===== config.mk =====
export PLATFORM = sky130hd
export DESIGN_NAME = iec_capture
export DESIGN_NICKNAME = d
export VERILOG_FILES = /design/src/logic/iec_pkg.sv /design/src/logic/iec_fifo.sv /design/src/logic/iec_capture.sv
export SDC_FILE = /design/constraint.sdc
export NUM_CORES = 1
export LEC_CHECK = 0
export ABC_AREA = 1
export BUFFER_PORTS_ARGS = -buffer_cell sky130_fd_sc_hd__clkbuf_2
export CAP_MARGIN = 25
export CORE_ASPECT_RATIO = 0.7
export CORE_MARGIN = 1.5
export CORE_UTILIZATION = 50
export DETAILED_ROUTE_END_ITERATION = 7
export PLACE_DENSITY = 0.69
export SETUP_SLACK_MARGIN = 0.15
export SLEW_MARGIN = 10
export SYNTH_ARGS = -nofsm -noshare
export SYNTH_HDL_FRONTEND = slang
export SYNTH_SLANG_ARGS = --single-unit

===== constraint.sdc =====
create_clock -name clock -period 5.34 [get_ports clock]
set_clock_uncertainty 0.1 [all_clocks]
set_input_delay 0.801 -clock clock [delete_from_list [all_inputs] [get_ports clock]]
set_output_delay 0.801 -clock clock [all_outputs]
set_load 0.05 [all_outputs]

===== src/logic/iec_pkg.sv =====
package iec_pkg;

    // =========================================================
    // geometry
    localparam int NUM_PINS       = 4;
    localparam int TAG_W          = 16;
    localparam int FIFO_DEPTH     = 8;
    localparam int PTR_W          = 3;
    localparam int CNT_W          = 4;

    // =========================================================
    // timing, in state times (one state = one clock here)
    localparam logic [CNT_W-1:0] TIMER_PERIOD  = 4'h8;
    localparam logic [CNT_W-1:0] SAMPLE_PERIOD = 4'h9;
    localparam logic [CNT_W-1:0] SKIP_EVERY    = 4'h9;

    // =========================================================
    // reset values
    localparam logic [TAG_W-1:0] TAG_RESET = 16'h0000;

    typedef struct packed {
        logic [NUM_PINS-1:0] pins;
        logic [TAG_W-1:0]    tag;
    } iec_entry_t;

endpackage : iec_pkg


===== src/logic/iec_fifo.sv =====
`timescale 1ns/1ps
module iec_fifo (
    // clock and reset
    input  wire logic              clock,
    input  wire logic              rstSyncN,
    input  wire logic              clockEnable,
    // write side
    input  wire logic              push,
    input  iec_pkg::iec_entry_t    pushData,
    // read side
    input  wire logic              pop,
    output iec_pkg::iec_entry_t    popData,
    output logic                   empty,
    output logic                   full
);
    typedef struct packed {
        logic [iec_pkg::PTR_W-1:0] wrPtr;
        logic [iec_pkg::PTR_W-1:0] rdPtr;
        logic [iec_pkg::PTR_W:0]   count;
    } iec_fifo_state_t;

    iec_fifo_state_t     st;
    iec_fifo_state_t     next_st;
    iec_pkg::iec_entry_t mem [iec_pkg::FIFO_DEPTH];
    logic                doPush;
    logic                doPop;

    assign empty   = (st.count == '0);
    assign full    = (st.count == (iec_pkg::PTR_W+1)'(iec_pkg::FIFO_DEPTH));
    assign popData = mem[st.rdPtr];
    // a push into a full fifo is dropped; the entry is lost
    assign doPush  = push && !full;
    assign doPop   = pop && !empty;

    always_comb begin
        next_st = st;
        if (doPush) begin
            next_st.wrPtr = st.wrPtr + 1'b1;
        end
        if (doPop) begin
            next_st.rdPtr = st.rdPtr + 1'b1;
        end
        next_st.count = st.count + {3'h0, doPush} - {3'h0, doPop};
    end

    always_ff @(posedge clock or negedge rstSyncN) begin
        if (!rstSyncN) begin
            st <= '0;
        end else if (clockEnable) begin
            st <= next_st;
        end
    end

    always_ff @(posedge clock) begin
        if (clockEnable && doPush) begin
            mem[st.wrPtr] <= pushData;
        end
    end
endmodule : iec_fifo


===== src/logic/iec_capture.sv =====
`timescale 1ns/1ps
module iec_capture (
    // clock and reset
    input  wire logic                      clock,
    input  wire logic                      rstn,
    input  wire logic                      clockEnable,
    // capture pins
    input  wire logic [iec_pkg::NUM_PINS-1:0] eventCaptureInput,
    // holding register read side
    input  wire logic                      holdRead,
    output logic                           holdValid,
    output iec_pkg::iec_entry_t            holdEntry,
    // status
    output logic [iec_pkg::TAG_W-1:0]      timerValue,
    output logic                           fifoFull
);
    // =========================================================
    // reset release
    logic rstMeta;
    logic rstSyncN;

    always_ff @(posedge clock or negedge rstn) begin
        if (!rstn) begin
            rstMeta  <= 1'b0;
            rstSyncN <= 1'b0;
        end else begin
            rstMeta  <= 1'b1;
            rstSyncN <= rstMeta;
        end
    end

    // =========================================================
    // state
    typedef enum {IEC_IDLE, IEC_RUN} iec_mode_t;

    typedef struct packed {
        logic [iec_pkg::CNT_W-1:0]    prescale;
        logic [iec_pkg::CNT_W-1:0]    sampleCnt;
        logic [iec_pkg::CNT_W-1:0]    skipCnt;
        logic [iec_pkg::TAG_W-1:0]    timer;
        logic [iec_pkg::NUM_PINS-1:0] lastPins;
        logic                         holdValid;
        iec_pkg::iec_entry_t          hold;
        logic                         fifoFull;
        logic                         primed;
    } iec_state_t;

    iec_state_t          st;
    iec_state_t          next_st;
    iec_mode_t           mode;
    iec_mode_t           next_mode;
    logic                sampleTick;
    logic [iec_pkg::NUM_PINS-1:0] edges;
    logic                anyEvent;
    iec_pkg::iec_entry_t newEntry;
    logic                fifoPush;
    logic                fifoPop;
    iec_pkg::iec_entry_t fifoOut;
    logic                fifoEmpty;
    logic                fifoFullW;

    // =========================================================
    // sampling: one look at the pins per nine states
    assign sampleTick = (st.sampleCnt == iec_pkg::SAMPLE_PERIOD - 4'h1);
    // only the level at the sample matters, so an even number of
    // toggles inside one interval vanishes without a trace
    assign edges    = eventCaptureInput ^ st.lastPins;
    // all pins changing in one sample form one entry with one tag
    assign anyEvent = sampleTick && (edges != '0) && (mode == IEC_RUN);
    assign newEntry = '{pins: edges, tag: st.timer};

    // event goes to holding only if holding and fifo are both empty
    assign fifoPush = anyEvent && (st.holdValid || !fifoEmpty);
    assign fifoPop  = !fifoEmpty && (!st.holdValid || holdRead);

    iec_fifo uFifo (
        .clock       (clock),
        .rstSyncN    (rstSyncN),
        .clockEnable (clockEnable),
        .push        (fifoPush),
        .pushData    (newEntry),
        .pop         (fifoPop),
        .popData     (fifoOut),
        .empty       (fifoEmpty),
        .full        (fifoFullW)
    );

    always_comb begin
        next_st   = st;
        next_mode = mode;
        case (mode)
            IEC_IDLE: begin
                // first state after reset only captures the pin levels
                next_mode = IEC_RUN;
            end
            IEC_RUN: begin
                next_mode = IEC_RUN;
            end
            default: begin
                next_mode = IEC_IDLE;
            end
        endcase
        next_st.sampleCnt = sampleTick ? '0 : st.sampleCnt + 4'h1;
        if (sampleTick || mode == IEC_IDLE) begin
            next_st.lastPins = eventCaptureInput;
        end
        // timer counts every eight states; a skip every nine counts
        if (st.prescale == iec_pkg::TIMER_PERIOD - 4'h1) begin
            next_st.prescale = '0;
            if (st.skipCnt == iec_pkg::SKIP_EVERY - 4'h1) begin
                next_st.skipCnt = '0;
                next_st.timer   = st.timer + 16'h0002;
            end else begin
                next_st.skipCnt = st.skipCnt + 4'h1;
                next_st.timer   = st.timer + 16'h0001;
            end
        end else begin
            next_st.prescale = st.prescale + 4'h1;
        end
        // holding register
        if (holdRead && st.holdValid) begin
            next_st.holdValid = 1'b0;
        end
        if (fifoPop) begin
            next_st.hold      = fifoOut;
            next_st.holdValid = 1'b1;
        end else if (anyEvent && !fifoPush && (!st.holdValid || holdRead)) begin
            next_st.hold      = newEntry;
            next_st.holdValid = 1'b1;
        end
        if (anyEvent) begin
            next_st.primed = 1'b1;
        end
        next_st.fifoFull = fifoFullW;
    end

    always_ff @(posedge clock or negedge rstSyncN) begin
        if (!rstSyncN) begin
            st       <= '0;
            st.timer <= iec_pkg::TAG_RESET;
            mode     <= IEC_IDLE;
        end else if (clockEnable) begin
            st   <= next_st;
            mode <= next_mode;
        end
    end

    assign holdValid  = st.holdValid;
    assign holdEntry  = st.hold;
    assign timerValue = st.timer;
    assign fifoFull   = st.fifoFull;
endmodule : iec_capture


==> impl.org, run 1 <==
** Synthesis
- Top area cells in the synthesized netlist :: sky130_fd_sc_hd__edfxtp_1 45%, sky130_fd_sc_hd__dfrtp_1 16%, sky130_fd_sc_hd__nand2_1 15%, sky130_fd_sc_hd__nand3_1 5.4%, sky130_fd_sc_hd__buf_4 3.2%
- Among all flip-flop cells after synthesis, the most frequent one is sky130_fd_sc_hd__edfxtp_1.
- Yosys Warn Count :: 0
- sky130_fd_sc_hd__nand2_1 is the most common cell in the netlist.
- Synthesis-stage register bit count :: 227
- For this run, the register share of the synthesized area comes to 0.6137.
- Most frequent cells after synthesis :: 410 x sky130_fd_sc_hd__nand2_1, 160 x sky130_fd_sc_hd__edfxtp_1, 114 x sky130_fd_sc_hd__nand3_1
- Synthesis handed over a netlist of 1071 instances.
- The number of nets handed over by synthesis was 1095.
- In this run, distinct cell masters in the synthesized netlist total 38.
- Post-synthesis cell type with the largest combined area :: sky130_fd_sc_hd__edfxtp_1
- Fraction of post-synthesis cell area in the top cell type by area :: 0.4549
- Post-synthesis instance area :: 10560 um2
- Mapped Avg Cell Area :: 9.861 um2
- Number of enable-type register cells in the synthesized netlist :: 160
- Fraction of registers with async set/reset :: 0.2952

** Global route
- First-pass GRT wire length :: 37890 um
- The initial antenna violation count was 0.
- For this run, the total global-route usage over all layers was measured as 0.2255.
- In the global route stage, met1 resource usage came out at 0.3707.
- Vias in the first global route :: 6617
- For this run, global-route usage on met2 was measured as 0.3020.
- Pin count of the biggest net entering global routing :: 82
- Met3 GRT Util :: 0.05006
- Grt peak-use layer :: met1
- Overall overflow remaining after global route :: 0

** Placement
- The congestion estimate from routability-driven global placement came to 0.8972.
- IO Port Bufs :: 45
- Total instance count after detailed placement :: 1320
- DPL Wire Length :: 14870 um

** Critical path
- The critical path starts at uFifo.st[2].
- The startpoint identified for the worst register-to-register timing path is uFifo.st[2].
- Reg2Reg Depth :: 10
- Data required time at the worst endpoint :: 5.61 ns
- Setup CP Type :: flip-flop to flip-flop
- Among the stages of the critical path, the cell type that occurs most often is sky130_fd_sc_hd__ha_1.
- STA classifies the critical path startpoint as a flip-flop.
- Crit path max fanout :: 23
- Worst R2R End :: uFifo.st[1]
- Slowest CP cell :: sky130_fd_sc_hd__a21boi_4
- Max incr delay on CP :: 0.62 ns
- Worst-path cell chain :: inv_1, ha_1, nand3_2, a21boi_4, ha_1, inv_1, ha_1, fa_1, nand2_1, o21ai_0
- Setup slack on the worst flop-to-flop path :: 2.57 ns
- In this run the worst setup path terminates at uFifo.st[1].
- Type of element capturing the critical path :: flip-flop
- Data arrival, critical path :: 3.04 ns

** Floorplanning
- Area inside the core boundary :: 20700 um2
- For this configuration, the core starts out at a cell density of 0.5102.
- In this run the vertical extent of the chip is 124.6 um.
- Top-level port count :: 46
- Num rows :: 44
- In this run the horizontal extent of the chip is 176.7 um.
- Die footprint :: 22020 um2

** Timing
- Number of failing setup endpoints in the final timing report :: 0
- At the pin with the least slew margin, the transition time is 0.9418 ns.
- Final critical delay including setup and external delays :: 2.770 ns
- Final hold violations :: 0
- Share of the clock period used by the worst path :: 0.5187
- Setup repair after global routing left no endpoint under its margin.
- Count of final max-slew check failures :: 0
- Highest clock rate :: 0.3610 GHz
- Adding up every negative setup slack in the final design gives 0 ns.
- Worst max-slew margin expressed relative to the limit :: 0.3721

** Drt
- The first routing iteration left 899 violations.
- The final route contains 7230 vias.
- The routed design has 24070 um of wire.
- Post-route DRC :: 0
- In the routed layout, each cell is associated on average with a via count of 5.304.
- In the final routed layout, each cell accounts on average for 17.66 um.
- Once detail routing completed, the nets flagged for antenna violations numbered 0.
- The pre-antenna-repair detailed-routing pass consisted of 5 iterations.

** Clock tree
- Post-cts sizing count :: 0
- TritonCTS clock tree :: yes
- After clock tree synthesis, the clock-pin slew on the worst setup and hold paths is 0.07 ns.
- Number of hold buffers added after cts :: 1
- Post-CTS Setup Bufs :: 0
- CTS built an H-tree with a depth of 1.
- TritonCTS created 23 clock buffers.
- Counting along the longest clock path gives a buffer depth of 3.
- For the worst-skew pair, the clock arrives at the later sink with an insertion delay of 0.51 ns.
- Clock root buffer master :: sky130_fd_sc_hd__clkbuf_16
- Number of sinks driven by the clock tree :: 227

** Power
- Summed over all cells, the static leakage comes to 0.005094 uW.
- Combinational share of power :: 0.344
- Peak VDD IR :: 0.2524 mV
- Of the total power, registers draw 0.400.
- In this run the power spent charging and discharging nets is 2312 uW.
- Of the total power, the share spent switching nets is 0.3974.
- The internal power of the cells totals 3505 uW.
- Power share of the clock group :: 0.256
- Total power divided by cell area :: 509.7 nW/um2

** Run status
- The run finished with clean final reports.

** Flow run
- Max-cap violations in this run came to 0.

** Final layout
- Share of layout cells above drive strength 1 :: 0.1150
- Area used by sequential logic in the layout :: 6484 um2
- Relative to the synthesized area, the layout overhead comes to 8.056%.
- Filler Cell Count :: 1826
- # diodes :: 0
- Final cell count without fillers :: 1363
- The net count of the finished layout is 1095.
- The multi-input combinational cells in the finished layout cover a total of 3224 um2.

** Min path
- Path class of the lowest-slack min-delay path :: flip-flop to flip-flop
critical path, delay by kind of cell, from the launching register on:
kind            cells  cell delay [ns]
fa+ha+maj           4             1.18
buf+inv             2             0.14
simple gates        2             0.16
compound gates      2             0.71
flops               1             0.35
power groups by stage:
stage          Combinational, uW  Sequential [uW]  Clock, uW
2_1_floorplan               1640             2290          0
3_3_place_gp                1950             2350          0
3_5_place_dp                1980             2360          0
4_1_cts                     1990             2320       1510
5_1_grt                     2240             2350       1590
6_report                    2000             2330       1490
placed cells by master, fill, tap and decap left out, types with 2 or more instances in the layout:
master and n:
sky130_fd_sc_hd__inv_1 82, sky130_fd_sc_hd__xnor2_1 9, sky130_fd_sc_hd__nand3_1 114, sky130_fd_sc_hd__nand4_1 28, sky130_fd_sc_hd__a21oi_1 5, sky130_fd_sc_hd__dfrtp_2 2
sky130_fd_sc_hd__clkinv_1 4, sky130_fd_sc_hd__nand3_2 3, sky130_fd_sc_hd__clkinv_2 6, sky130_fd_sc_hd__nand4_4 2, sky130_fd_sc_hd__nor3_1 3, sky130_fd_sc_hd__nor2_1 20
sky130_fd_sc_hd__o21ai_1 2, sky130_fd_sc_hd__xor2_1 11, sky130_fd_sc_hd__clkbuf_1 6, sky130_fd_sc_hd__nand2_4 2, sky130_fd_sc_hd__o21ai_0 19, sky130_fd_sc_hd__clkbuf_16 23
sky130_fd_sc_hd__buf_4 13, sky130_fd_sc_hd__inv_2 4, sky130_fd_sc_hd__edfxtp_1 160, sky130_fd_sc_hd__clkbuf_2 45, sky130_fd_sc_hd__nand2_1 410, sky130_fd_sc_hd__dfrtp_1 65
sky130_fd_sc_hd__nor3_2 8, sky130_fd_sc_hd__nor2_2 3, sky130_fd_sc_hd__nand2_2 4, sky130_fd_sc_hd__nor2_4 3, sky130_fd_sc_hd__ha_1 15
worst min-delay path by stage:
| stage | from | endpoint | slack, ns | cells past startpoint |
|---|---|---|---|---|
| after CTS | rstMeta | rstSyncN | 0.25 | 0 |
| final | rstMeta | rstSyncN | 0.25 | 0 |
| after global routing | rstMeta | rstSyncN | 0.27 | 0 |
| after global placement | rstMeta | rstSyncN | 0.23 | 0 |
| after floorplan | rstMeta | rstSyncN | 0.23 | 0 |
| after detailed placement | rstMeta | rstSyncN | 0.24 | 0 |
state kept, by name, summed over array words and instances, names as in the netlist:
signal and flops:
fifoFull 1, timerValue 16, st 16, uFifo.mem 160, mode 1, holdEntry 20
holdValid 1, uFifo.st 10, rstSyncN 1, rstMeta 1
layer usage:
metal,wire [um],vias to the layer above,share of wire
li1,-,3473,-
met2,9643,326,0.40
met5,0,-,0
met1,11340,3393,0.47
met3,2677,38,0.11
met4,404,0,0.017
metrics by stage:
stage          setup slack, ns  cell area (um2)    util  power [uW]  hold slack [ns]
4_1_cts                  2.315            11400  0.5506        5829           0.2512
3_5_place_dp             2.137            10710  0.5172        4338           0.2363
3_3_place_gp             2.259            10710  0.5172        4300           0.2340
2_1_floorplan            1.899            10560       -        3932           0.2312
6_report                 2.570            11410  0.5513        5817           0.2489
5_1_grt                  2.414            11410  0.5513        6176           0.2745
area by class of cell:
| class | count | area share |
|---|---|---|
| timing repair buffer | 60 | 0.03048 |
| clock inverter | 12 | 0.007346 |
| multi-input combinational | 672 | 0.2825 |
| sequential | 227 | 0.5681 |
| clock buffer | 29 | 0.05241 |
| tap | 276 | 0.03026 |
| inverter | 87 | 0.02883 |
cells by family after synthesis:
kind of cell,after synthesis,share of synthesized area
other cells,1,0.0003551
xor+xnor,20,0.01659
mux,1,0.001066
fa+ha+maj,16,0.01967
simple gates,603,0.2470
flops,227,0.6137
buf+inv,172,0.08482
compound gates,31,0.01682
Note: power is estimated with default switching activity, not from simulation.
==> run 2, diff against run 1 <==
==> constraint.sdc (replaced) <==
create_clock -name clock -period 2.8 [get_ports clock]
set_clock_uncertainty 0.1 [all_clocks]
set_input_delay 0.42 -clock clock [delete_from_list [all_inputs] [get_ports clock]]
set_output_delay 0.42 -clock clock [all_outputs]
set_load 0.05 [all_outputs]
==> run 2 against run 1 <==
Highest routed layer unchanged. Critical path depth stayed put. Routed wire length rose by 2.8%. Clock-buffer cell count grew 4. Total power increased by 96%. Non-clock buffer count rose by 30. Sequential share of layout area fell by 1.3 points. Utilization grew 1.3 points.
==> impl.org, run 2 (synthesis gave the netlist of run 1 again) <==
** Run status
- The flow ran to the end, and the final reports show no timing, DRC or antenna violations.

** Power
- Power share of the clock group :: 0.261
- Combinational share of power :: 0.359
- The analysis attributes to net switching a power of 4452 uW.
- Total power divided by cell area :: 975.2 nW/um2
- Summed over all cells, the static leakage comes to 0.005262 uW.
- Power Internal :: 6935 uW
- Of the total power, the share spent switching nets is 0.3910.
- Sequential cell fraction of total power :: 0.380
- Peak VDD IR :: 0.4017 mV

** Placement
- RePlAce Congestion :: 0.8183
- DPL Wire Length :: 16210 um
- Port buffering added 45 buffers.
- Area after DPL :: 10950 um2

** Final layout
- Summed area of non-filler cells in the final layout :: 11680 um2
- # diodes :: 0
- Share of layout cells above drive strength 1 :: 0.1389
- The register with the most flip-flops in the layout has 160 of them.
- In the layout the commonest cells are 410 x sky130_fd_sc_hd__nand2_1, 160 x sky130_fd_sc_hd__edfxtp_1, 114 x sky130_fd_sc_hd__nand3_1.
- Fill cells in the final layout number 1849.
- For this run, the post-layout net count is 1124.
- The multi-input combinational cells in the finished layout cover a total of 3224 um2.
- The area growth from synthesis to layout is 10.57%.
- Area used by sequential logic in the layout :: 6484 um2
- The register with the most flip-flops in the final layout is uFifo.mem.
- The library cell used most frequently in the layout, excluding fill and tap cells, is sky130_fd_sc_hd__nand2_1.

** Clock tree
- Max H-tree Level :: 1
- Counting the buffers created by CTS gives 22.
- Clock root buffer master :: sky130_fd_sc_hd__clkbuf_16
- Clk_lat worst skew :: 0.51 ns
- In this run the deepest clock path goes through 3 buffers.
- Counting every sink on the clock net gives 227.
- In this run the post-CTS setup repair buffer count came out at 0.
- TritonCTS clock tree :: yes
- Clock input transition at the sequential cells of the worst setup and hold paths :: 0.06 ns

** Drt
- In this run, the number of DRC markers left after iteration 0 of detailed routing was 942.
- In the routed layout, each cell is associated on average with a via count of 5.320.
- In this run the remaining antenna-violating nets after routing total 0.
- Detailed Routing Iterations Pass 1 :: 6
- Post-route DRC :: 0
- Wire length per cell :: 17.78 um
- After detailed routing, the total wire length is 24750 um.
- For this block, the via count after detailed routing is 7406.

** Floorplanning
- Width of the die :: 176.7 um
- Initial Utilization :: 0.5102
- In this run the count of I/O pins placed on the die edge is 46.
- The core region is 20700 um2.
- The floorplan step set the die height to 124.6 um.
- Die footprint :: 22020 um2
- Num rows :: 44

** Global route
- Grt peak-use layer :: met1
- The initial antenna violation count was 0.
- Vias in the first global route :: 6894
- Entering global routing, the biggest net connects 82 pins.
- Overall overflow remaining after global route :: 0
- The first global-routing pass estimated 39220 um of wire.
- Met3 GRT Util :: 0.04335
- Global routing usage summed across all routing layers :: 0.2305
- For this run, global-route usage on met1 was measured as 0.3858.
- GR Util met2 :: 0.3068

** Timing
- For this run, the top clock speed supported by timing is 0.4373 GHz.
- The count of pins over their slew limit came to 0.
- At the pin with the least slew margin, the transition time is 0.9346 ns.
- In the finished design, the share of the clock period the worst path needs comes to 0.8167.
- Summed over all failing endpoints, the final setup total negative slack is 0 ns.
- Setup repair after global routing left no endpoint under its margin.
- Final hold violations :: 0
- Headroom to the max-slew limit came out at 0.3769.
- The worst path in the final design needs a cycle of 2.287 ns, including I/O delays and setup.
- Number of failing setup endpoints in the final timing report :: 0

** Min path
- Path class of the lowest-slack min-delay path :: primary input to flip-flop

** Critical path
- The worst setup path is captured at a flip-flop.
- STA classifies the critical path startpoint as a flip-flop.
- Crit path max fanout :: 3
- Data required time at the worst endpoint :: 3.08 ns
- Setup CP Type :: flip-flop to flip-flop
- Data arrival, critical path :: 2.56 ns

** Flow run
- Maxcap violations :: 0
==> run 2: cell count changes in the layout (fill, tap and decap cells not counted) <==
cell and delta:
sky130_fd_sc_hd__buf_12 +1, sky130_fd_sc_hd__buf_4 +30, sky130_fd_sc_hd__buf_8 -1, sky130_fd_sc_hd__bufinv_16 +1, sky130_fd_sc_hd__clkbuf_1 +2, sky130_fd_sc_hd__clkbuf_8 +2, sky130_fd_sc_hd__clkinv_1 -3, sky130_fd_sc_hd__clkinv_2 -2
sky130_fd_sc_hd__inv_6 -1
==> run 2: through the flow <==
step	total power [uW]	util	hold WS, ns	setup slack (ns)	std cells
final	11390	0.5641	0.05157	0.5134	1392
after global routing	12050	0.5641	0.05960	0.3412	1392
after CTS	11420	0.5641	0.03867	0.5019	1392
after detailed placement	8435	0.5290	0.1077	0.5073	1351
after floorplan	7499	-	0.02441	-0.3528	1071
after global placement	8354	0.5290	0.1087	0.5946	1351
==> run 2: path summary, 6_finish.rpt <==
path | end | slack, ns | from | cells past startpoint
max | uFifo.st[1] | 0.51 | uFifo.st[2] | 10
min in group asynchronous | rstSyncN | 0.12 | rstn | 2
max in group asynchronous | timerValue[4] | 1.64 | rstSyncN | 1
min | st[24] | 0.05 | eventCaptureInput[1] | 3
min reg2reg | holdEntry[16] | 0.17 | rstSyncN | 0
max reg2reg | uFifo.st[1] | 0.51 | uFifo.st[2] | 10
==> run 2: layout make-up <==
| type | instances | share of cell area |
|---|---|---|
| Sequential cell | 227 | 0.5552 |
| Clock inverter | 7 | 0.007179 |
| Inverter | 87 | 0.02818 |
| Multi-Input combinational cell | 672 | 0.2761 |
| Tap cell | 276 | 0.02957 |
| Timing Repair Buffer | 90 | 0.04950 |
| Clock buffer | 33 | 0.05422 |
==> run 2: worst max-delay path: stages, from the launching register on <==
cell,delay (ns)
sky130_fd_sc_hd__dfrtp_1,0.39
sky130_fd_sc_hd__inv_1,0.10
sky130_fd_sc_hd__ha_1,0.18
sky130_fd_sc_hd__nand3_2,0.09
sky130_fd_sc_hd__a21boi_4,0.15
sky130_fd_sc_hd__ha_1,0.27
sky130_fd_sc_hd__inv_1,0.04
sky130_fd_sc_hd__ha_1,0.21
sky130_fd_sc_hd__fa_1,0.44
sky130_fd_sc_hd__nand2_1,0.08
sky130_fd_sc_hd__o21ai_0,0.10
==> run 2: layer usage <==
metal | up-vias | part of all wire
met5 | - | 0
met4 | 0 | 0.014
met3 | 26 | 0.088
met2 | 306 | 0.40
met1 | 3544 | 0.50
li1 | 3530 | -
==> run 2: what timing repair did <==
action / 4_1_cts / 5_1_grt
hold endpoints to repair: 2 / 0
endpoints found under the setup margin: 0 / 0
hold buffers: 1 / 0
gates resized for setup: 0 / 0
==> run 2: power by group through the flow <==
stage / Sequential, uW / Clock [uW] / Combinational (uW)
after detailed placement: 4390 / 0 / 4040
after CTS: 4320 / 3030 / 4070
final: 4320 / 2980 / 4090
after floorplan: 4370 / 0 / 3130
after global placement: 4370 / 0 / 3980
after global routing: 4370 / 3150 / 4530
